### src/include/power_mode_consts.svh
/*
 * register offsets, field positions, reset values, command codes and
 * timing figures of the operating-mode controller.
 * assumes a 32-bit apb slave and a 4 ns core clock.
 */
`ifndef POWER_MODE_CONSTS_SVH
`define POWER_MODE_CONSTS_SVH

// register byte offsets
`define OFS_MODE_CTRL   8'h00
`define OFS_SUPPLY_CTRL 8'h04
`define OFS_LOCK_CTRL   8'h08
`define OFS_WAKE_STAT   8'h0c
`define OFS_DEVICE_MODE_STATUS    8'h10
`define OFS_WD_REFRESH  8'h14

// mode request codes in mode control [1:0]
`define MODE_NORMAL 2'h0
`define MODE_SLEEP  2'h1
`define MODE_STOP   2'h2
`define MODE_SOFT   2'h3
`define POS_FAIL_TEST 2

// lock control bits
`define POS_LOCK_PROT 0
`define POS_LOCK_CFG  1

// device status fields
`define POS_CMD_ERR   2
`define POS_MAIN_UV   3
`define POS_BAT_UV    4
`define POS_FAILURE   5
`define DEV_RESTART   2'h1
`define DEV_SLEEP     2'h2

// supply control: reset value and config-lock mask (pump, gpio)
`define CTRL_RESET    12'h000
`define CTRL_CFG_MASK 12'h0e2

// transceiver and gpio codes
`define XCVR_OFF  2'h0
`define XCVR_WAKE 2'h1
`define XCVR_RX   2'h2
`define XCVR_ON   2'h3
`define GPIO_HS   3'h3
`define GPIO_WAKE 3'h4

// timing
`define CLK_NS          4
`define RESET_DELAY_NS  10000
`define INT_PULSE_NS    100

`endif

### src/include/power_mode_pkg.sv
/*
 * types of the operating-mode controller.
 * assumes the constants header is included by the design file.
 */
package power_mode_pkg;

	// operating modes
	typedef enum logic [2:0] {
		st_init,
		st_normal,
		st_stop,
		st_sleep,
		st_restart,
		st_failsafe
	} mode_state_type;

	// software supply and wake configuration, bit 11 first down to lsb
	typedef struct packed {
		logic       measure_route_enable; // [11]
		logic       cyclic_sense_en;      // [10]
		logic       cyclic_wake_en;       // [9]
		logic       timer_wake_en;        // [8]
		logic [2:0] gpio_cfg;             // [7:5]
		logic       pin_wake_en;          // [4]
		logic [1:0] xcvr_mode;            // [3:2]
		logic       pump_en;              // [1]
		logic       aux_en;               // [0]
	} supply_ctrl_type;

	// wake source flags
	typedef struct packed {
		logic timer;
		logic gpio;
		logic pin;
		logic xcvr;
	} wake_type;

	// pin-facing outputs
	typedef struct packed {
		logic       main_supply;
		logic       aux_supply;
		logic       pump;
		logic [1:0] xcvr_mode;
		logic [2:0] gpio_cfg;
		logic       watchdog_en;
		logic       cyclic_sense;
		logic       cyclic_wake;
	} pin_out_type;

endpackage

### src/hw/power_mode_controller.sv
/*
 * operating-mode controller: init, normal, stop, sleep, restart and
 * fail-safe, with apb registers, wake handling and locks.
 * assumes supply comparators and wake pins are asynchronous levels,
 * and timer, watchdog fail and fail-safe requests come from this clock.
 */
// Our own choices: the APB interface to the registers and the register offsets.
`timescale 1ns/100ps
`default_nettype none
`include "power_mode_consts.svh"

module power_mode_controller #(
	parameter int RESET_DELAY_NS = `RESET_DELAY_NS
) (
	// clock and reset
	input  wire logic                       clock,
	input  wire logic                       nrst,
	// apb slave
	input  wire logic                       psel,
	input  wire logic                       penable,
	input  wire logic                       pwrite,
	input  wire logic [7:0]                 paddr,
	input  wire logic [31:0]                pwdata,
	output logic [31:0]                     prdata,
	output logic                            pready,
	output logic                            pslverr,
	// asynchronous monitors and wake pins
	input  wire logic                       main_below_reset_threshold,
	input  wire logic                       battery_below_uv,
	input  wire logic                       xcvr_wake,
	input  wire logic                       wake_sense_pin,
	input  wire logic                       gpio_wake,
	// same-clock events
	input  wire logic                       timer_wake,
	input  wire logic                       watchdog_fail,
	input  wire logic                       failsafe_req,
	// outputs
	output power_mode_pkg::pin_out_type     pins,
	output power_mode_pkg::mode_state_type  mode,
	output logic                            reset_output_n,
	output logic                            interrupt_output_n,
	output logic                            fail_output_n,
	output logic                            watchdog_refresh
);

	// -----------------------------------------------------------------
	// timing
	// -----------------------------------------------------------------
	localparam int RD_CYC  = (RESET_DELAY_NS + `CLK_NS - 1) / `CLK_NS;
	localparam int INT_CYC = (`INT_PULSE_NS + `CLK_NS - 1) / `CLK_NS;

	// elaboration check: the delay counter is only 16 bits wide
	if (RD_CYC < 1 || RD_CYC > 65535) begin
		$error("reset delay out of counter range");
	end

	// state names held locally, since nothing is imported
	typedef power_mode_pkg::mode_state_type mstate_type;
	localparam mstate_type st_init     = power_mode_pkg::st_init;
	localparam mstate_type st_normal   = power_mode_pkg::st_normal;
	localparam mstate_type st_stop     = power_mode_pkg::st_stop;
	localparam mstate_type st_sleep    = power_mode_pkg::st_sleep;
	localparam mstate_type st_restart  = power_mode_pkg::st_restart;
	localparam mstate_type st_failsafe = power_mode_pkg::st_failsafe;

	// -----------------------------------------------------------------
	// input synchronisers
	// -----------------------------------------------------------------
	logic [4:0] sync1_ff;   // first stage, read only by second
	logic [4:0] sync2_ff;   // usable levels
	logic [4:0] sync3_ff;   // previous level for edge detect

	always_ff @(posedge clock) begin
		sync1_ff <= {main_below_reset_threshold, battery_below_uv,
			xcvr_wake, wake_sense_pin, gpio_wake};
		sync2_ff <= sync1_ff;
		sync3_ff <= sync2_ff;
	end

	wire logic main_uv = sync2_ff[4];
	wire logic bat_uv  = sync2_ff[3];
	wire logic [2:0] rise = sync2_ff[2:0] & ~sync3_ff[2:0];

	// -----------------------------------------------------------------
	// state
	// -----------------------------------------------------------------
	power_mode_pkg::mode_state_type  state_ff, nxt_state;
	power_mode_pkg::supply_ctrl_type ctrl_ff, nxt_ctrl;
	power_mode_pkg::wake_type        wflag_ff, nxt_wflag;
	logic [1:0]  dev_ff, nxt_dev;         // device_mode_status
	logic        err_ff, nxt_err;         // command error flag
	logic        muv_ff, nxt_muv;         // main_undervolt_flag
	logic        buv_ff, nxt_buv;         // battery_undervolt_flag
	logic        failure_ff, nxt_failure; // failure flag
	logic        test_ff, nxt_test;       // fail_output_test_bit
	logic        prot_ff, nxt_prot;       // protection lock
	logic        cfg_ff, nxt_cfg;         // configuration lock
	logic        armed_ff;                // first release seen
	logic [15:0] rd_cnt_ff;               // reset delay counter
	logic [7:0]  int_cnt_ff;              // interrupt pulse counter
	logic        rst_n_ff;
	logic [31:0] rdata_ff;

	// -----------------------------------------------------------------
	// apb decode
	// -----------------------------------------------------------------
	function automatic logic hit(input logic [7:0] a, input logic [7:0] o);
		hit = (a == o);
	endfunction

	wire logic acc    = psel & penable;
	wire logic wr     = acc & pwrite;
	wire logic a_mode = hit(paddr, `OFS_MODE_CTRL);
	wire logic a_sup  = hit(paddr, `OFS_SUPPLY_CTRL);
	wire logic a_lock = hit(paddr, `OFS_LOCK_CTRL);
	wire logic a_wake = hit(paddr, `OFS_WAKE_STAT);
	wire logic a_dev  = hit(paddr, `OFS_DEVICE_MODE_STATUS);
	wire logic a_wd   = hit(paddr, `OFS_WD_REFRESH);
	wire logic mapped = a_mode | a_sup | a_lock | a_wake | a_dev | a_wd;
	wire logic [1:0] req = pwdata[1:0];

	// writes that stop mode still accepts
	wire logic stop_ok = a_wd | a_wake | a_dev | (a_mode &
		(req == `MODE_NORMAL || req == `MODE_SOFT));
	wire logic in_init = (state_ff == st_init);
	wire logic in_norm = (state_ff == st_normal);
	wire logic in_stop = (state_ff == st_stop);
	// apb writes are ignored in restart, sleep and fail-safe
	wire logic wr_ok  = wr & mapped & (in_init | in_norm |
		(in_stop & stop_ok));
	wire logic stop_bad = wr & in_stop & ~stop_ok;

	assign pready  = 1'b1;
	assign pslverr = acc & ~mapped;
	assign prdata  = rdata_ff;
	assign watchdog_refresh = wr_ok & a_wd;

	// read multiplexer, captured in the setup cycle
	wire logic [31:0] rmux =
		a_mode ? {29'h0, test_ff, 2'h0} :
		a_sup  ? {20'h0, ctrl_ff} :
		a_lock ? {30'h0, cfg_ff, prot_ff} :
		a_wake ? {28'h0, wflag_ff} :
		a_dev  ? {23'h0, state_ff, failure_ff, buv_ff, muv_ff, err_ff,
			dev_ff} : 32'h0;

	// -----------------------------------------------------------------
	// wake sources
	// -----------------------------------------------------------------
	// pins serve measurement instead of waking when routed
	wire logic meas   = ctrl_ff.measure_route_enable;
	wire logic en_x   = (ctrl_ff.xcvr_mode != `XCVR_OFF);
	wire logic en_p   = ctrl_ff.pin_wake_en & ~meas;
	wire logic en_g   = (ctrl_ff.gpio_cfg == `GPIO_WAKE) & ~meas;
	wire logic en_t   = ctrl_ff.timer_wake_en | ctrl_ff.cyclic_wake_en;
	wire logic any_en = en_x | en_p | en_g | en_t;
	power_mode_pkg::wake_type wev;
	assign wev = '{timer: timer_wake & en_t, gpio: rise[0] & en_g,
		pin: rise[1] & en_p, xcvr: rise[2] & en_x};
	wire logic wake_now = |wev;
	wire logic flags_set = |wflag_ff;

	// -----------------------------------------------------------------
	// reset output timing
	// -----------------------------------------------------------------
	// restart entry pulls reset low at once and restarts the delay
	wire logic go_restart_edge = (nxt_state == st_restart) &
		(state_ff != st_restart);
	wire logic rd_done = (rd_cnt_ff == 16'(RD_CYC));
	wire logic hold_rst = (state_ff == st_sleep) |
		(state_ff == st_failsafe) | go_restart_edge;

	// -----------------------------------------------------------------
	// mode state machine and register updates
	// -----------------------------------------------------------------
	always_comb begin
		logic [11:0] lk;
		logic        go_restart;
		lk          = prot_ff ? 12'hfff :
			(cfg_ff ? `CTRL_CFG_MASK : 12'h000);
		go_restart  = 1'b0;
		nxt_state   = state_ff;
		nxt_ctrl    = ctrl_ff;
		nxt_wflag   = wflag_ff;
		nxt_dev     = dev_ff;
		nxt_err     = err_ff;
		nxt_muv     = muv_ff;
		nxt_buv     = buv_ff;
		nxt_failure = failure_ff;
		nxt_test    = test_ff;
		nxt_prot    = prot_ff;
		nxt_cfg     = cfg_ff;

		// software clears first, so hardware sets below win
		if (wr_ok & a_wake)
			nxt_wflag = wflag_ff & ~pwdata[3:0];
		if (wr_ok & a_dev) begin
			if (pwdata[`POS_CMD_ERR]) nxt_err = 1'b0;
			if (pwdata[`POS_MAIN_UV]) nxt_muv = 1'b0;
			if (pwdata[`POS_BAT_UV])  nxt_buv = 1'b0;
			if (pwdata[`POS_FAILURE]) nxt_failure = 1'b0;
			if (pwdata[1:0] != 2'h0)  nxt_dev = 2'h0;
		end
		// configuration only in init and normal; stop freezes it
		if (wr_ok & a_sup & ~in_stop)
			nxt_ctrl = (ctrl_ff & lk) | (pwdata[11:0] & ~lk);
		if (wr_ok & a_lock & ~in_stop) begin
			if (pwdata[`POS_LOCK_PROT]) nxt_prot = 1'b1;
			nxt_cfg = pwdata[`POS_LOCK_CFG] |
				(cfg_ff & ~in_norm);
		end
		if (wr_ok & a_mode & ~in_stop)
			nxt_test = pwdata[`POS_FAIL_TEST];

		// wake flags record in normal, stop, sleep and fail-safe
		if (~in_init & state_ff != st_restart)
			nxt_wflag = nxt_wflag | wev;

		// battery flag only in init after release
		if (in_init & rst_n_ff & bat_uv)
			nxt_buv = 1'b1;
		if (stop_bad)
			nxt_err = 1'b1;
		if (watchdog_fail)
			nxt_failure = 1'b1;

		case (state_ff)
			st_init: begin
				if (acc & rst_n_ff)
					nxt_state = st_normal;
			end
			st_normal: begin
				if (wr_ok & a_mode) begin
					case (req)
						`MODE_STOP: nxt_state = st_stop;
						`MODE_SLEEP: begin
							if (any_en) begin
								nxt_state = st_sleep;
								nxt_dev = `DEV_SLEEP;
							end else begin
								nxt_err = 1'b1;
								go_restart = 1'b1;
							end
						end
						default: ;
					endcase
				end
			end
			st_stop: begin
				if (wr & a_mode & req == `MODE_SLEEP) begin
					nxt_err = 1'b1;
					go_restart = 1'b1;
				end else if (wr_ok & a_mode & req == `MODE_NORMAL)
					nxt_state = st_normal;
			end
			st_sleep: begin
				// pending flags wake at once
				if (flags_set | wake_now)
					go_restart = 1'b1;
			end
			st_restart: begin
				if (rd_done & rst_n_ff)
					nxt_state = st_normal;
			end
			st_failsafe: begin
				if (wake_now)
					go_restart = 1'b1;
			end
			default: nxt_state = st_init;
		endcase

		// soft reset from init, normal or stop
		if (wr_ok & a_mode & req == `MODE_SOFT) begin
			nxt_state = st_init;
			nxt_ctrl  = (ctrl_ff & lk) | (`CTRL_RESET & ~lk);
			nxt_test  = 1'b0;
			nxt_cfg   = cfg_ff;
		end

		// supervisor events override software
		if (armed_ff & main_uv & (in_init | in_norm | in_stop)) begin
			nxt_muv = 1'b1;
			go_restart = 1'b1;
		end
		if (watchdog_fail & ~in_init & state_ff != st_sleep)
			go_restart = 1'b1;
		if (go_restart & state_ff != st_restart) begin
			nxt_state = st_restart;
			if (state_ff != st_sleep)
				nxt_dev = `DEV_RESTART;
			nxt_ctrl.aux_en = 1'b0;
			// transceiver comes back off or wake-capable
			nxt_ctrl.xcvr_mode = en_x ? `XCVR_WAKE : `XCVR_OFF;
		end
		if (failsafe_req) begin
			nxt_state = st_failsafe;
			nxt_dev = `DEV_RESTART;
		end
		// sleep forces an active transceiver to wake-capable
		if (nxt_state == st_sleep & (ctrl_ff.xcvr_mode == `XCVR_ON |
			ctrl_ff.xcvr_mode == `XCVR_RX))
			nxt_ctrl.xcvr_mode = `XCVR_WAKE;
	end

	// -----------------------------------------------------------------
	// state registers
	// -----------------------------------------------------------------
	always_ff @(posedge clock) begin
		if (!nrst) begin
			state_ff   <= st_init;
			ctrl_ff    <= `CTRL_RESET;
			wflag_ff   <= '0;
			dev_ff     <= 2'h0;
			err_ff     <= 1'b0;
			muv_ff     <= 1'b0;
			buv_ff     <= 1'b0;
			failure_ff <= 1'b0;
			test_ff    <= 1'b0;
			prot_ff    <= 1'b0;
			cfg_ff     <= 1'b0;
		end else begin
			state_ff   <= nxt_state;
			ctrl_ff    <= nxt_ctrl;
			wflag_ff   <= nxt_wflag;
			dev_ff     <= nxt_dev;
			err_ff     <= nxt_err;
			muv_ff     <= nxt_muv;
			buv_ff     <= nxt_buv;
			failure_ff <= nxt_failure;
			test_ff    <= nxt_test;
			prot_ff    <= nxt_prot;
			cfg_ff     <= nxt_cfg;
		end
	end

	// reset delay: counts only while supply is good
	always_ff @(posedge clock) begin
		if (!nrst || main_uv || hold_rst)
			rd_cnt_ff <= 16'h0;
		else if (!rd_done)
			rd_cnt_ff <= rd_cnt_ff + 16'h1;
	end

	// reset output and the arming of undervolt restarts
	always_ff @(posedge clock) begin
		if (!nrst) begin
			rst_n_ff <= 1'b0;
			armed_ff <= 1'b0;
		end else begin
			rst_n_ff <= rd_done & ~main_uv &
				(nxt_state != st_sleep) &
				(nxt_state != st_failsafe) &
				~(go_restart_edge);
			if (rst_n_ff)
				armed_ff <= 1'b1;
		end
	end

	// -----------------------------------------------------------------
	// interrupt pulse
	// -----------------------------------------------------------------
	// normal and stop wakes, and stop entry with pending flags
	wire logic int_evt = (wake_now & (in_norm | in_stop)) |
		(nxt_state == st_stop & ~in_stop & flags_set);

	always_ff @(posedge clock) begin
		if (!nrst)
			int_cnt_ff <= 8'h0;
		else if (int_evt)
			int_cnt_ff <= 8'(INT_CYC);
		else if (int_cnt_ff != 8'h0)
			int_cnt_ff <= int_cnt_ff - 8'h1;
	end

	// -----------------------------------------------------------------
	// pin outputs, registered
	// -----------------------------------------------------------------
	wire logic live = (state_ff != st_failsafe);
	wire logic run  = in_norm | in_stop | in_init;
	power_mode_pkg::pin_out_type nxt_pins;
	assign nxt_pins = '{
		main_supply:  live & (state_ff != st_sleep),
		aux_supply:   ctrl_ff.aux_en & live &
			(state_ff != st_restart),
		pump:         ctrl_ff.pump_en & live,
		xcvr_mode:    live ? ctrl_ff.xcvr_mode : `XCVR_WAKE,
		gpio_cfg:     ctrl_ff.gpio_cfg,
		watchdog_en:  run | (state_ff == st_restart),
		cyclic_sense: ctrl_ff.cyclic_sense_en & live &
			(ctrl_ff.gpio_cfg == `GPIO_HS) & ctrl_ff.pin_wake_en &
			ctrl_ff.timer_wake_en,
		cyclic_wake:  ctrl_ff.cyclic_wake_en & live};

	// fail output: only after first release; test bit in normal only
	wire logic nxt_fail = armed_ff & (failure_ff |
		(test_ff & in_norm));

	logic fail_ff;
	logic int_ff;

	always_ff @(posedge clock) begin
		if (!nrst) begin
			pins     <= '0;
			mode     <= st_init;
			fail_ff  <= 1'b0;
			int_ff   <= 1'b0;
			rdata_ff <= 32'h0;
		end else begin
			pins     <= nxt_pins;
			mode     <= state_ff;
			fail_ff  <= nxt_fail;
			int_ff   <= (int_cnt_ff != 8'h0);
			if (psel & ~penable)
				rdata_ff <= rmux;
		end
	end

	assign reset_output_n     = rst_n_ff;
	assign fail_output_n      = ~fail_ff;
	assign interrupt_output_n = ~int_ff;

endmodule
`default_nettype wire

### config.mk
export PLATFORM = sky130hd
export DESIGN_NAME = power_mode_controller
export DESIGN_NICKNAME = d
export VERILOG_FILES = /design/src/include/power_mode_pkg.sv /design/src/hw/power_mode_controller.sv
export VERILOG_INCLUDE_DIRS = /design/src /design/src/include
export SDC_FILE = /design/constraint.sdc
export NUM_CORES = 1
export LEC_CHECK = 0
export BUFFER_PORTS_ARGS = -buffer_cell sky130_fd_sc_hd__buf_4
export CORE_ASPECT_RATIO = 0.7
export CORE_MARGIN = 2
export CORE_UTILIZATION = 35
export CTS_CLUSTER_SIZE = 20
export DETAILED_ROUTE_END_ITERATION = 8
export SKIP_CTS_REPAIR_TIMING = 1
export SLEW_MARGIN = 20
export SYNTH_ARGS = -nofsm -noshare
export SYNTH_HDL_FRONTEND = slang
export SYNTH_SLANG_ARGS = --single-unit
### constraint.sdc
create_clock -name clock -period 2.42 [get_ports clock]
set_input_delay 0.121 -clock clock [delete_from_list [all_inputs] [get_ports clock]]
set_output_delay 0.121 -clock clock [all_outputs]
set_load 0.1 [all_outputs]
# Word-level counts from Yosys, hierarchy flattened

Index checks and enable logic that the tools add are counted.

Add/subtract/negate cells: 2
Equal/unequal tests: 26
Mux-type cells: 63
Bitwise operators: 107
Reduce and logical (&&, ||, !) cells: 34

Operators by type and width:

| cell                                             | count |
|---|---|
| bitwise AND 1 bit                                | 60 |
| 2-to-1 mux 12 bit                                | 5 |
| 2-to-1 mux 1 bit                                 | 28 |
| 2-to-1 mux 3 bit                                 | 9 |
| 2-to-1 mux 9 bit                                 | 3 |
| bitwise OR 1 bit                                 | 25 |
| bitwise AND 12 bit                               | 2 |
| nonzero test 2 bit                               | 10 |
| 2-to-1 mux 2 bit                                 | 9 |
| adder 16 x 1 -> 16 bit (second input constant)   | 1 |
| == test 16 x 12 -> 1 bit (second input constant) | 1 |
| == test 8 x 4 -> 1 bit (second input constant)   | 2 |
| == test 8 x 5 -> 1 bit (second input constant)   | 2 |
| == test 3 x 2 -> 1 bit (second input constant)   | 5 |
| one-hot mux 3 bit (5 select lines)               | 1 |
| NOT 1 bit                                        | 13 |
| == test 3 bit (second input constant)            | 4 |
| NOT 12 bit                                       | 1 |
| bitwise OR 12 bit                                | 1 |
| AND reduction 2 bit                              | 6 |
| OR reduction 2 bit                               | 6 |
| 2-to-1 mux 5 bit                                 | 2 |
| != test 3 bit (second input constant)            | 3 |
| == test 2 bit (second input constant)            | 4 |
| other kinds (24)                                 | 29 |

Flip-flop bits (word level): 115
Input bits: 53
Output and inout bits: 52
Logic and storage cells: 277

# Longest topological paths before layout

Gate-level depths: netlist (run 1).

Depth in word-level cells: 21
Mapped depth: 10
Gate-level depth less buffers: 9

# Worst setup path after synthesis (run 1)

No wires, ideal clock.

Path kind: input to output
Start point: in paddr[5]
End point: out watchdog_refresh
Arrival: 2.442 ns
Required time: 2.299 ns
Path slack: -0.143 ns
Stages: 7
Buffers on the path: 2
Cell sequence: or4_4 buf_6 or2_1 buf_6 o32ai_4 and2_4 and3_1

Word-level cells in the longest chain between the ends: 9
Elaborated cells on any way between the ends: 20
Classes of those cells: eq/ne (5); bitwise (14); reduce/logical (1)

Ends and longest elaborated chain:

| what                                                      | RTL line                     | RTL |
|---|---|---|
| start, declared                                           | power_mode_controller.sv:22  | `input wire logic [7:0] paddr,` |
| == test 8 x 3 -> 1 bit or zero test 8 bit (tied branches) | power_mode_controller.sv:108 | `hit = (a == o);` |
| bitwise OR 1 bit (5 in series)                            | power_mode_controller.sv:119 | `wire logic mapped = a_mode \| a_sup \| a_lock \| a_wake \| a_dev \| a_wd;` |
| bitwise AND 1 bit (2 in series)                           | power_mode_controller.sv:129 | `wire logic wr_ok = wr & mapped & (in_init \| in_norm \|` |
| bitwise AND 1 bit *                                       | power_mode_controller.sv:136 | `assign watchdog_refresh = wr_ok & a_wd;` |
| end, declared                                             | power_mode_controller.sv:43  | `output logic watchdog_refresh` |

Every way passes the cells marked *; elsewhere a longest branch is shown, timed or not.

==> impl_metrics.tcl, run 1 <==
set metrics [dict create \
    status "complete, no violations" \
    worst_slack_ns 0.06103 \
    die_w_um 139.6 \
    cts_sinks 95 \
    rsz0062_at_grt "no" \
    yosysMostFrequentCell "dfxtp_1" \
    endpoint_kind "flop" \
    swShare 0.3173 \
    grt_antenna_before_repair 0 \
    crit_path_max_incr_delay_ns 0.57 \
    seq_area_frac_synth 0.4219 \
    crit_slowest_cell "or4b_4" \
    dp_worst_setup_slack_ns -0.09153 \
    ir_drop_mv 0.3553 \
    utilization 0.4652 \
    gp_congestion 0.9279 \
    drt-initial-drc-count 280 \
    antenna_left 0 \
    synth.distinct_cells 75 \
    yosysWarnings 0 \
    coreArea_mm2 0.01251 \
    routed_wl_mm 13.02 \
    fin_skew_ns 0.005980 \
    clockPowerShare 0.326 \
    num_rows 34 \
    intPower_mw 2.686 \
    grt_pass1_vias 4050 \
    synthArstFlopShare 0 \
    grt.overflow.total 0 \
    synth_cells 519 \
    ys.flop_type "dfxtp_1" \
    final_area_mm2 0.005818 \
    cp_max_fo 4 \
    critPathLaunchType "flop" \
    netlist_area_mm2 0.004508 \
    min_period_over_period 0.9748 \
    power_switching_mw 1.248 \
    root_buffer "clkbuf_16" \
    vias_per_cell 5.223 \
    insertion_delay_ns 0.34 \
    wire_per_inst_um 16.25 \
    clk_pin_slew_worst_paths_ns 0.06 \
    synth_top_area_share 0.4219 \
    total_power_mw 3.934 \
    power.leakage_nw 2.392 \
    final_nets 695 \
    diodes 0 \
    die_h_um 98.96 \
    dpl.hpwl_mm 10.03 \
    first_pass_iters 6 \
    numCtsBuffers 9 \
    portBuffers 63 \
    combinationalPowerShare 0.238 \
    power.density_mw_per_mm2 676.2 \
    place_area_mm2 0.005455 \
    cts.path.max_buffers 2 \
    ctsHtreeMaxLevel 3 \
    die-area_mm2 0.01382 \
    timing_hold_violations_final 0 \
    yosys.area.top_type "dfxtp_1" \
    grt_max_degree 33 \
    relSlewSlack 0.6123 \
    drc_errors 0 \
    final_max_slew_viol_count 0 \
    cp.required_ns 2.65 \
    vias 4184 \
    synthTopCellsByCount "dfxtp_1 (95), nor2_1 (63), nand2_1 (52), a21oi_1 (41), buf_4 (21)" \
    initial_core_util 0.3604 \
    cts_tree "yes" \
    io_pins 105 \
    min_path_type "primary input to flop" \
    setup_viol 0 \
    area_growth_pct 29.06 \
    pwr-share-seq 0.437 \
    synth_seq_cells 95 \
    worst_pin_slew_ns 0.5816 \
    avgSynthCellArea_um2 8.686 \
    drive_above_1_share 0.2707 \
    drv_cap 0 \
    grt_pass1_wl_mm 20.80 \
    synth.area.top_cells "dfxtp_1 (42%), nor2_1 (5.2%), a21oi_1 (4.6%)" \
    fin_crit_ns 2.359 \
    grt_usage 0.1907 \
    synth_edf_count 0 \
    critPathKind "flop to flop" \
    crit_arrival_ns 2.59 \
    fmax_mhz 423.9 \
    crit_chain "or4b_4 -> or3b_4 -> a31oi_1 -> a311o_2 -> buf_4 -> and3b_2 -> o21bai_1 -> a22o_1" \
]
==> critical path, delay by kind of cell (launching register included) <==
| family | cells | cell delay [ns] |
|---|---|---|
| compound gates | 4 | 0.60 |
| buf+inv | 1 | 0.13 |
| simple gates | 3 | 1.19 |
| flops | 1 | 0.34 |
==> stage by stage <==
step                      TNS (ns)  hold WS (ns)  cells
after floorplan                  0        0.1487    538
after global placement     -0.6658        0.2265    781
after detailed placement    -1.012        0.2267    781
after CTS                  -0.3527       -0.1294    796
after global routing             0       0.03510    801
final                            0       0.03273    801
==> power by group through the flow <==
stage | logic (mW) | registers (mW) | clock network, mW
CTS | 0.917 | 1.72 | 1.32
global placement | 0.894 | 1.75 | 0
floorplan | 0.648 | 1.80 | 0
finish | 0.935 | 1.72 | 1.28
detailed placement | 0.913 | 1.75 | 0
global route | 1.01 | 1.73 | 1.38
==> layout make-up <==
type,count,area (um^2)
clock inverter,5,36.28
tap,162,202.7
sequential,95,1904
timing repair buffer,129,1010
fill,1226,6689
multi-input combinational,387,2387
inverter,13,48.80
clock buffer,10,229.0
==> final timing paths <==
check / slack [ns] / depth (start not counted) / end / from
setup / recovery: 0.06 / 8 / ctrl_ff[2] / flop
setup reg to reg: 0.06 / 8 / ctrl_ff[2] / flop
hold reg to reg: 0.33 / 0 / sync2_ff[3] / sync1_ff[3]
hold / removal: 0.03 / 3 / flop / pwdata[7]
==> layout by cell type (no fill, tap or decap), types with 10 or more instances in the layout <==
| master | synthesis | final |
|---|---|---|
| nor3_1 | 16 | 16 |
| and3_1 | 17 | 16 |
| and2_1 | 11 | 11 |
| dfxtp_1 | 95 | 93 |
| inv_1 | 12 | 12 |
| a21oi_1 | 41 | 41 |
| o21ai_0 | 10 | 10 |
| xor2_1 | 14 | 14 |
| nand2_1 | 52 | 52 |
| buf_4 | 21 | 121 |
| conb_1 | 2 | 21 |
| nand3_1 | 10 | 10 |
| a22oi_1 | 15 | 15 |
| nor2_1 | 63 | 62 |
==> routing by layer <==
layer / routed length [um] / GRT usage / vias to the layer above / share of wire
met3: 1151 / 0.05977 / 15 / 0.088
li1: - / - / 2001 / -
met5: 0 / 0 / - / 0
met2: 5465 / 0.2843 / 180 / 0.42
met4: 121 / 0.04308 / 0 / 0.0093
met1: 6280 / 0.2708 / 1988 / 0.48
==> kinds of logic after synthesis <==
| group | after synthesis | synth area share |
|---|---|---|
| compound gates | 99 | 0.1507 |
| xor+xnor | 22 | 0.04274 |
| fa+ha+maj | 7 | 0.01943 |
| buf+inv | 56 | 0.07410 |
| flops | 95 | 0.4219 |
| mux | 2 | 0.004441 |
| other cells | 2 | 0.001666 |
| simple gates | 236 | 0.2850 |
Note: power is estimated with default switching activity, not from simulation.
==> inputs of run 2 (changes only) <==
ABC_AREA = 1   (was unset)
==> run 2 against run 1 <==
Combinational power down 6.0%. Via count down 1.5%. Wire length down 7.3%. Critical endpoint is now rd_cnt_ff[15]. Hold slack worse by 0.033 ns. Sequential cell count unchanged. The flow now finishes with violations (hold timing). Synthesized area up 3.2%. Synthesized cell count up 16%. Largest power group unchanged.
==> impl_metrics.tcl, run 2 <==
set metrics [dict create \
    first_pass_iters 5 \
    power.leakage_nw 2.548 \
    rsz0062_at_grt "no" \
    synthArstFlopShare 0 \
    clockPowerShare 0.359 \
    ctsHtreeMaxLevel 3 \
    dpl.hpwl_mm 9.289 \
    netlist_area_mm2 0.004654 \
    drv_cap 0 \
    avgSynthCellArea_um2 7.732 \
    antenna_left 0 \
    cp_max_fo 8 \
    insertion_delay_ns 0.35 \
    total_power_mw 4.056 \
    routed_wl_mm 12.07 \
    synthTopCellsByCount "nand2_1 (100), dfxtp_1 (95), inv_1 (90), nor2_1 (69), nand3_1 (31)" \
    swShare 0.3228 \
    final_cell_mix "nand2_1 (100), dfxtp_1 (92), inv_1 (89), buf_4 (80), nor2_1 (68)" \
    drc_errors 0 \
    cts.path.max_buffers 2 \
    final_common_cell "nand2_1" \
    relSlewSlack 0.5912 \
    worst_slack_ns 0.1822 \
    intPower_mw 2.746 \
    synth.distinct_cells 49 \
    setup_viol 0 \
    io_pins 105 \
    fin_skew_ns 0.009041 \
    critPathKind "flop to flop" \
    endpoint_kind "flop" \
    yosysMostFrequentCell "nand2_1" \
    initial_core_util 0.3567 \
    timing_hold_violations_final 1 \
    portBuffers 63 \
    area_growth_pct 23.41 \
    final_nets 751 \
    gp_congestion 0.9174 \
    synth.area.top_cells "dfxtp_1 (41%), nand2_1 (8.1%), inv_1 (7.3%)" \
    grt_busiest_layer "met2" \
    synth_cells 602 \
    crit_chain "nor2_1 -> nand3_1 -> inv_1 -> nand3b_1 -> nand3_1 -> a22oi_1 -> nand4_2 -> nand2_2 -> inv_2 -> nor2_1 -> nand3b_4 -> nand2_4 -> buf_12 -> nor2_1" \
    vias 4123 \
    crit_arrival_ns 2.52 \
    final_area_mm2 0.005744 \
    fin_hold_ws_ns -0.0001155 \
    min_period_over_period 0.9247 \
    critPathLaunchType "flop" \
    grt_pass1_wl_mm 19.73 \
    dp_worst_setup_slack_ns 0.1165 \
    crit_slowest_cell "dfxtp_1" \
    utilization 0.4402 \
    ir_drop_mv 0.3293 \
    die_h_um 100.5 \
    cts_tree "yes" \
    crit_path_max_incr_delay_ns 0.41 \
    worst_pin_slew_ns 0.6076 \
    place_area_mm2 0.005345 \
    die_w_um 141.8 \
    tns_ns 0 \
    numCtsBuffers 9 \
    die-area_mm2 0.01425 \
    seq_area_frac_synth 0.4086 \
    grt_max_degree 37 \
    root_buffer "clkbuf_16" \
    grt_antenna_before_repair 0 \
    status "finished, violations left" \
    fmax_mhz 446.9 \
    wire_per_inst_um 14.00 \
    min_path_type "primary input to flop" \
    diodes 0 \
    grtUsageMet3 0.04703 \
    synth_edf_count 0 \
    whs_path_depth 2 \
    clk_pin_slew_worst_paths_ns 0.07 \
    yosys.area.top_type "dfxtp_1" \
    power.density_mw_per_mm2 706.1 \
    ys.flop_type "dfxtp_1" \
    cts_sinks 95 \
    drt-initial-drc-count 372 \
    final_max_slew_viol_count 0 \
    fillers 1287 \
    reg2reg_depth 14 \
    grt_pass1_vias 3934 \
    grtUsageMet1 0.2554 \
    fin_crit_ns 2.238 \
    num_rows 35 \
    grt_use_met2 0.2640 \
    grt_usage 0.1785 \
    power_switching_mw 1.309 \
    grt.overflow.total 0 \
    yosysWarnings 0 \
    cp.required_ns 2.70 \
    path_common_cell "nor2_1" \
    pwr-share-seq 0.424 \
    violations "hold timing" \
    coreArea_mm2 0.01305 \
    synth_top_area_share 0.4086 \
    combinationalPowerShare 0.217 \
    drive_above_1_share 0.2141 \
    vias_per_cell 4.783 \
    synth_seq_cells 95 \
]
-- run 2: cell families (layout without fill, tap and decap cells) --
kind of cell	count (synthesis)	count (layout)	share of synthesized area
simple gates	272	272	0.3051
fa+ha+maj	7	7	0.01882
flops	95	95	0.4086
buf+inv	127	202	0.1266
xor+xnor	17	17	0.03199
compound gates	82	82	0.1073
other cells	2	21	0.001614
-- run 2: path summary, 6_finish.rpt --
path                                   from            end  slack (ns)
worst min-delay path              pwdata[4]           flop     -0.0001
worst max register to register         flop  rd_cnt_ff[15]        0.18
worst max-delay path                   flop  rd_cnt_ff[15]        0.18
worst min register to register  sync1_ff[1]    sync2_ff[1]        0.33
-- run 2: critical path: cells and delay by family (launching register included) --
family                 cells  cell delay [ns]
AO/OA/AOI/OAI              1             0.25
buffers and inverters      3             0.31
flip-flops                 1             0.41
AND/OR/NAND/NOR           10             1.18
-- run 2: power groups by stage --
stage               Combinational [mW]  Sequential (mW)  Clock (mW)
floorplan                        0.672             1.78           0
global placement                 0.851             1.75           0
detailed placement               0.862             1.75           0
CTS                              0.865             1.72        1.49
global route                     0.980             1.73        1.56
finish                           0.879             1.72        1.46
-- run 2: final cells by class --
type,count,area (um^2),share of cell area
multi-input cells,399,2237,0.3895
inverters,95,357.8,0.06230
clock buffers,10,229.0,0.03986
flip-flops and latches,95,1908,0.3322
repair buffers,91,730.7,0.1272
well taps,166,207.7,0.03616
clock inverters,6,73.82,0.01285
-- run 2: metal layers --
| layer | up-vias | wire length (um) |
|---|---|---|
| met4 | 0 | 148 |
| li1 | 2069 | - |
| met5 | - | 0 |
| met1 | 1887 | 6045 |
| met3 | 12 | 992 |
| met2 | 155 | 4884 |
-- run 2: through the flow --
step / hold slack (ns) / cells
5_1_grt: 0.004699 / 862
3_3_place_gp: 0.2262 / 837
2_1_floorplan: 0.1487 / 621
6_report: -0.0001155 / 862
4_1_cts: -0.1371 / 853
3_5_place_dp: 0.2266 / 837
==> inputs of run 3 (changes only) <==
CTS_CLUSTER_DIAMETER = 40   (was unset)
RECOVER_POWER = 50   (was unset)
==> run 3 against run 2 <==
The flow now finishes without violations. Combinational power decreased by 2%. Power decreased by 0.22%. Hold slack improved by 0.0018 ns. Count of clock-buffer cells in the layout unchanged. Cell area decreased by 2.2%. Clock skew about the same. Utilization decreased by 0.98 points. Sequential cell count unchanged. Largest cell class unchanged. Largest power group unchanged. Highest routed layer unchanged.
==> impl_metrics.tcl, run 3 (synthesis gave the netlist of run 2 again) <==
set metrics [dict create \
    tns_ns 0 \
    routed_wl_mm 12.17 \
    status "complete, no violations" \
    cts_tree "yes" \
    crit_path_max_incr_delay_ns 0.42 \
    final_common_cell "nand2_1" \
    min_period_over_period 0.9282 \
    coreArea_mm2 0.01305 \
    wire_per_inst_um 14.11 \
    grt_usage 0.1785 \
    antenna_left 0 \
    crit_arrival_ns 2.53 \
    power.leakage_nw 2.415 \
    die_w_um 141.8 \
    drv_cap 0 \
    utilization 0.4304 \
    fin_skew_ns 0.008712 \
    grt_max_degree 37 \
    fmax_mhz 445.2 \
    setup_viol 0 \
    drt-initial-drc-count 337 \
    initial_core_util 0.3567 \
    die_h_um 100.5 \
    grt.overflow.total 0 \
    clk_pin_slew_worst_paths_ns 0.07 \
    final_cell_mix "nand2_1 (100), dfxtp_1 (92), inv_1 (90), nor2_1 (69), buf_4 (42)" \
    cp_max_fo 8 \
    critPathKind "flop to flop" \
    cts.path.max_buffers 2 \
    path_common_cell "nor2_1" \
    r2r_end "rd_cnt_ff[15]" \
    crit_slowest_cell "dfxtp_1" \
    final_max_slew_viol_count 0 \
    insertion_delay_ns 0.35 \
    min_path_type "primary input to flop" \
    worst_pin_slew_ns 1.182 \
    grt_pass1_vias 3934 \
    relSlewSlack 0.2151 \
    timing_hold_violations_final 0 \
    drc_errors 0 \
    first_pass_iters 5 \
    portBuffers 63 \
    num_rows 35 \
    drive_above_1_share 0.1652 \
    total_power_mw 4.047 \
    final_nets 751 \
    vias_per_cell 4.797 \
    root_buffer "clkbuf_16" \
    rsz0062_at_grt "no" \
    critPathLaunchType "flop" \
    cts_sinks 95 \
    numCtsBuffers 9 \
    dpl.hpwl_mm 9.289 \
    diodes 0 \
    power.density_mw_per_mm2 720.6 \
    fin_crit_ns 2.246 \
    ir_drop_mv 0.3322 \
    r2r_slack_ns 0.17 \
    reg2reg_depth 14 \
    crit_chain "nor2_1 -> nand3_1 -> inv_1 -> nand3b_1 -> nand3_1 -> a22oi_1 -> nand4_2 -> nand2_2 -> inv_2 -> nor2_1 -> nand3b_4 -> nand2_4 -> buf_12 -> nor2_1" \
    gp_congestion 0.9174 \
    grt_pass1_wl_mm 19.73 \
    ctsHtreeMaxLevel 3 \
    io_pins 105 \
    area_growth_pct 20.67 \
    cp.required_ns 2.70 \
    die-area_mm2 0.01425 \
    grt_antenna_before_repair 0 \
    endpoint "rd_cnt_ff[15]" \
    vias 4135 \
    endpoint_kind "flop" \
]
-- run 3: worst min-delay path by stage --
| stage | start | to | cells after the start |
|---|---|---|---|
| global placement | xcvr_wake | sync1_ff[2] | 1 |
| floorplan | gpio_wake | sync1_ff[0] | 0 |
| CTS | wake_sense_pin | sync1_ff[1] | 1 |
| finish | pwdata[4] | flop | 2 |
| detailed placement | wake_sense_pin | sync1_ff[1] | 1 |
| global route | pwdata[4] | flop | 2 |
-- run 3: cell type report --
class / count / area (um^2)
clock inverter: 6 / 73.82
timing repair buffer: 91 / 610.6
sequential: 95 / 1908
tap: 166 / 207.7
multi-input combinational: 399 / 2230
clock buffer: 10 / 229.0
inverter: 95 / 357.8
fill: 1317 / 7433
-- run 3: layer usage --
metal	track usage	up-vias	wire, um
li1	-	2065	-
met1	0.2554	1888	6138
met2	0.2640	171	4882
met3	0.04703	11	1005
met4	0.05385	0	140
met5	0	-	0
-- run 3: power breakdown --
group	switching (mW)	internal, mW
clock	0.648	0.816
combinational	0.604	0.260
sequential	0.0633	1.66
total	1.31	2.73
-- run 3: metrics by stage --
step                setup slack, ns  area, um^2  cells  hold WS (ns)
floorplan                    0.2913        4728    621        0.1487
global placement             0.1076        5345    837        0.2262
detailed placement           0.1165        5345    837        0.2266
CTS                          0.1104        5648    853       -0.1371
global route               0.004665        5617    862      0.004699
finish                       0.1737        5617    862      0.001727
-- run 3: worst max-delay path, delay by kind of cell, from the launching register on --
family | cells | cell delay, ns
buffers and inverters | 3 | 0.31
AND/OR/NAND/NOR | 10 | 1.20
AO/OA/AOI/OAI | 1 | 0.25
flip-flops | 1 | 0.42
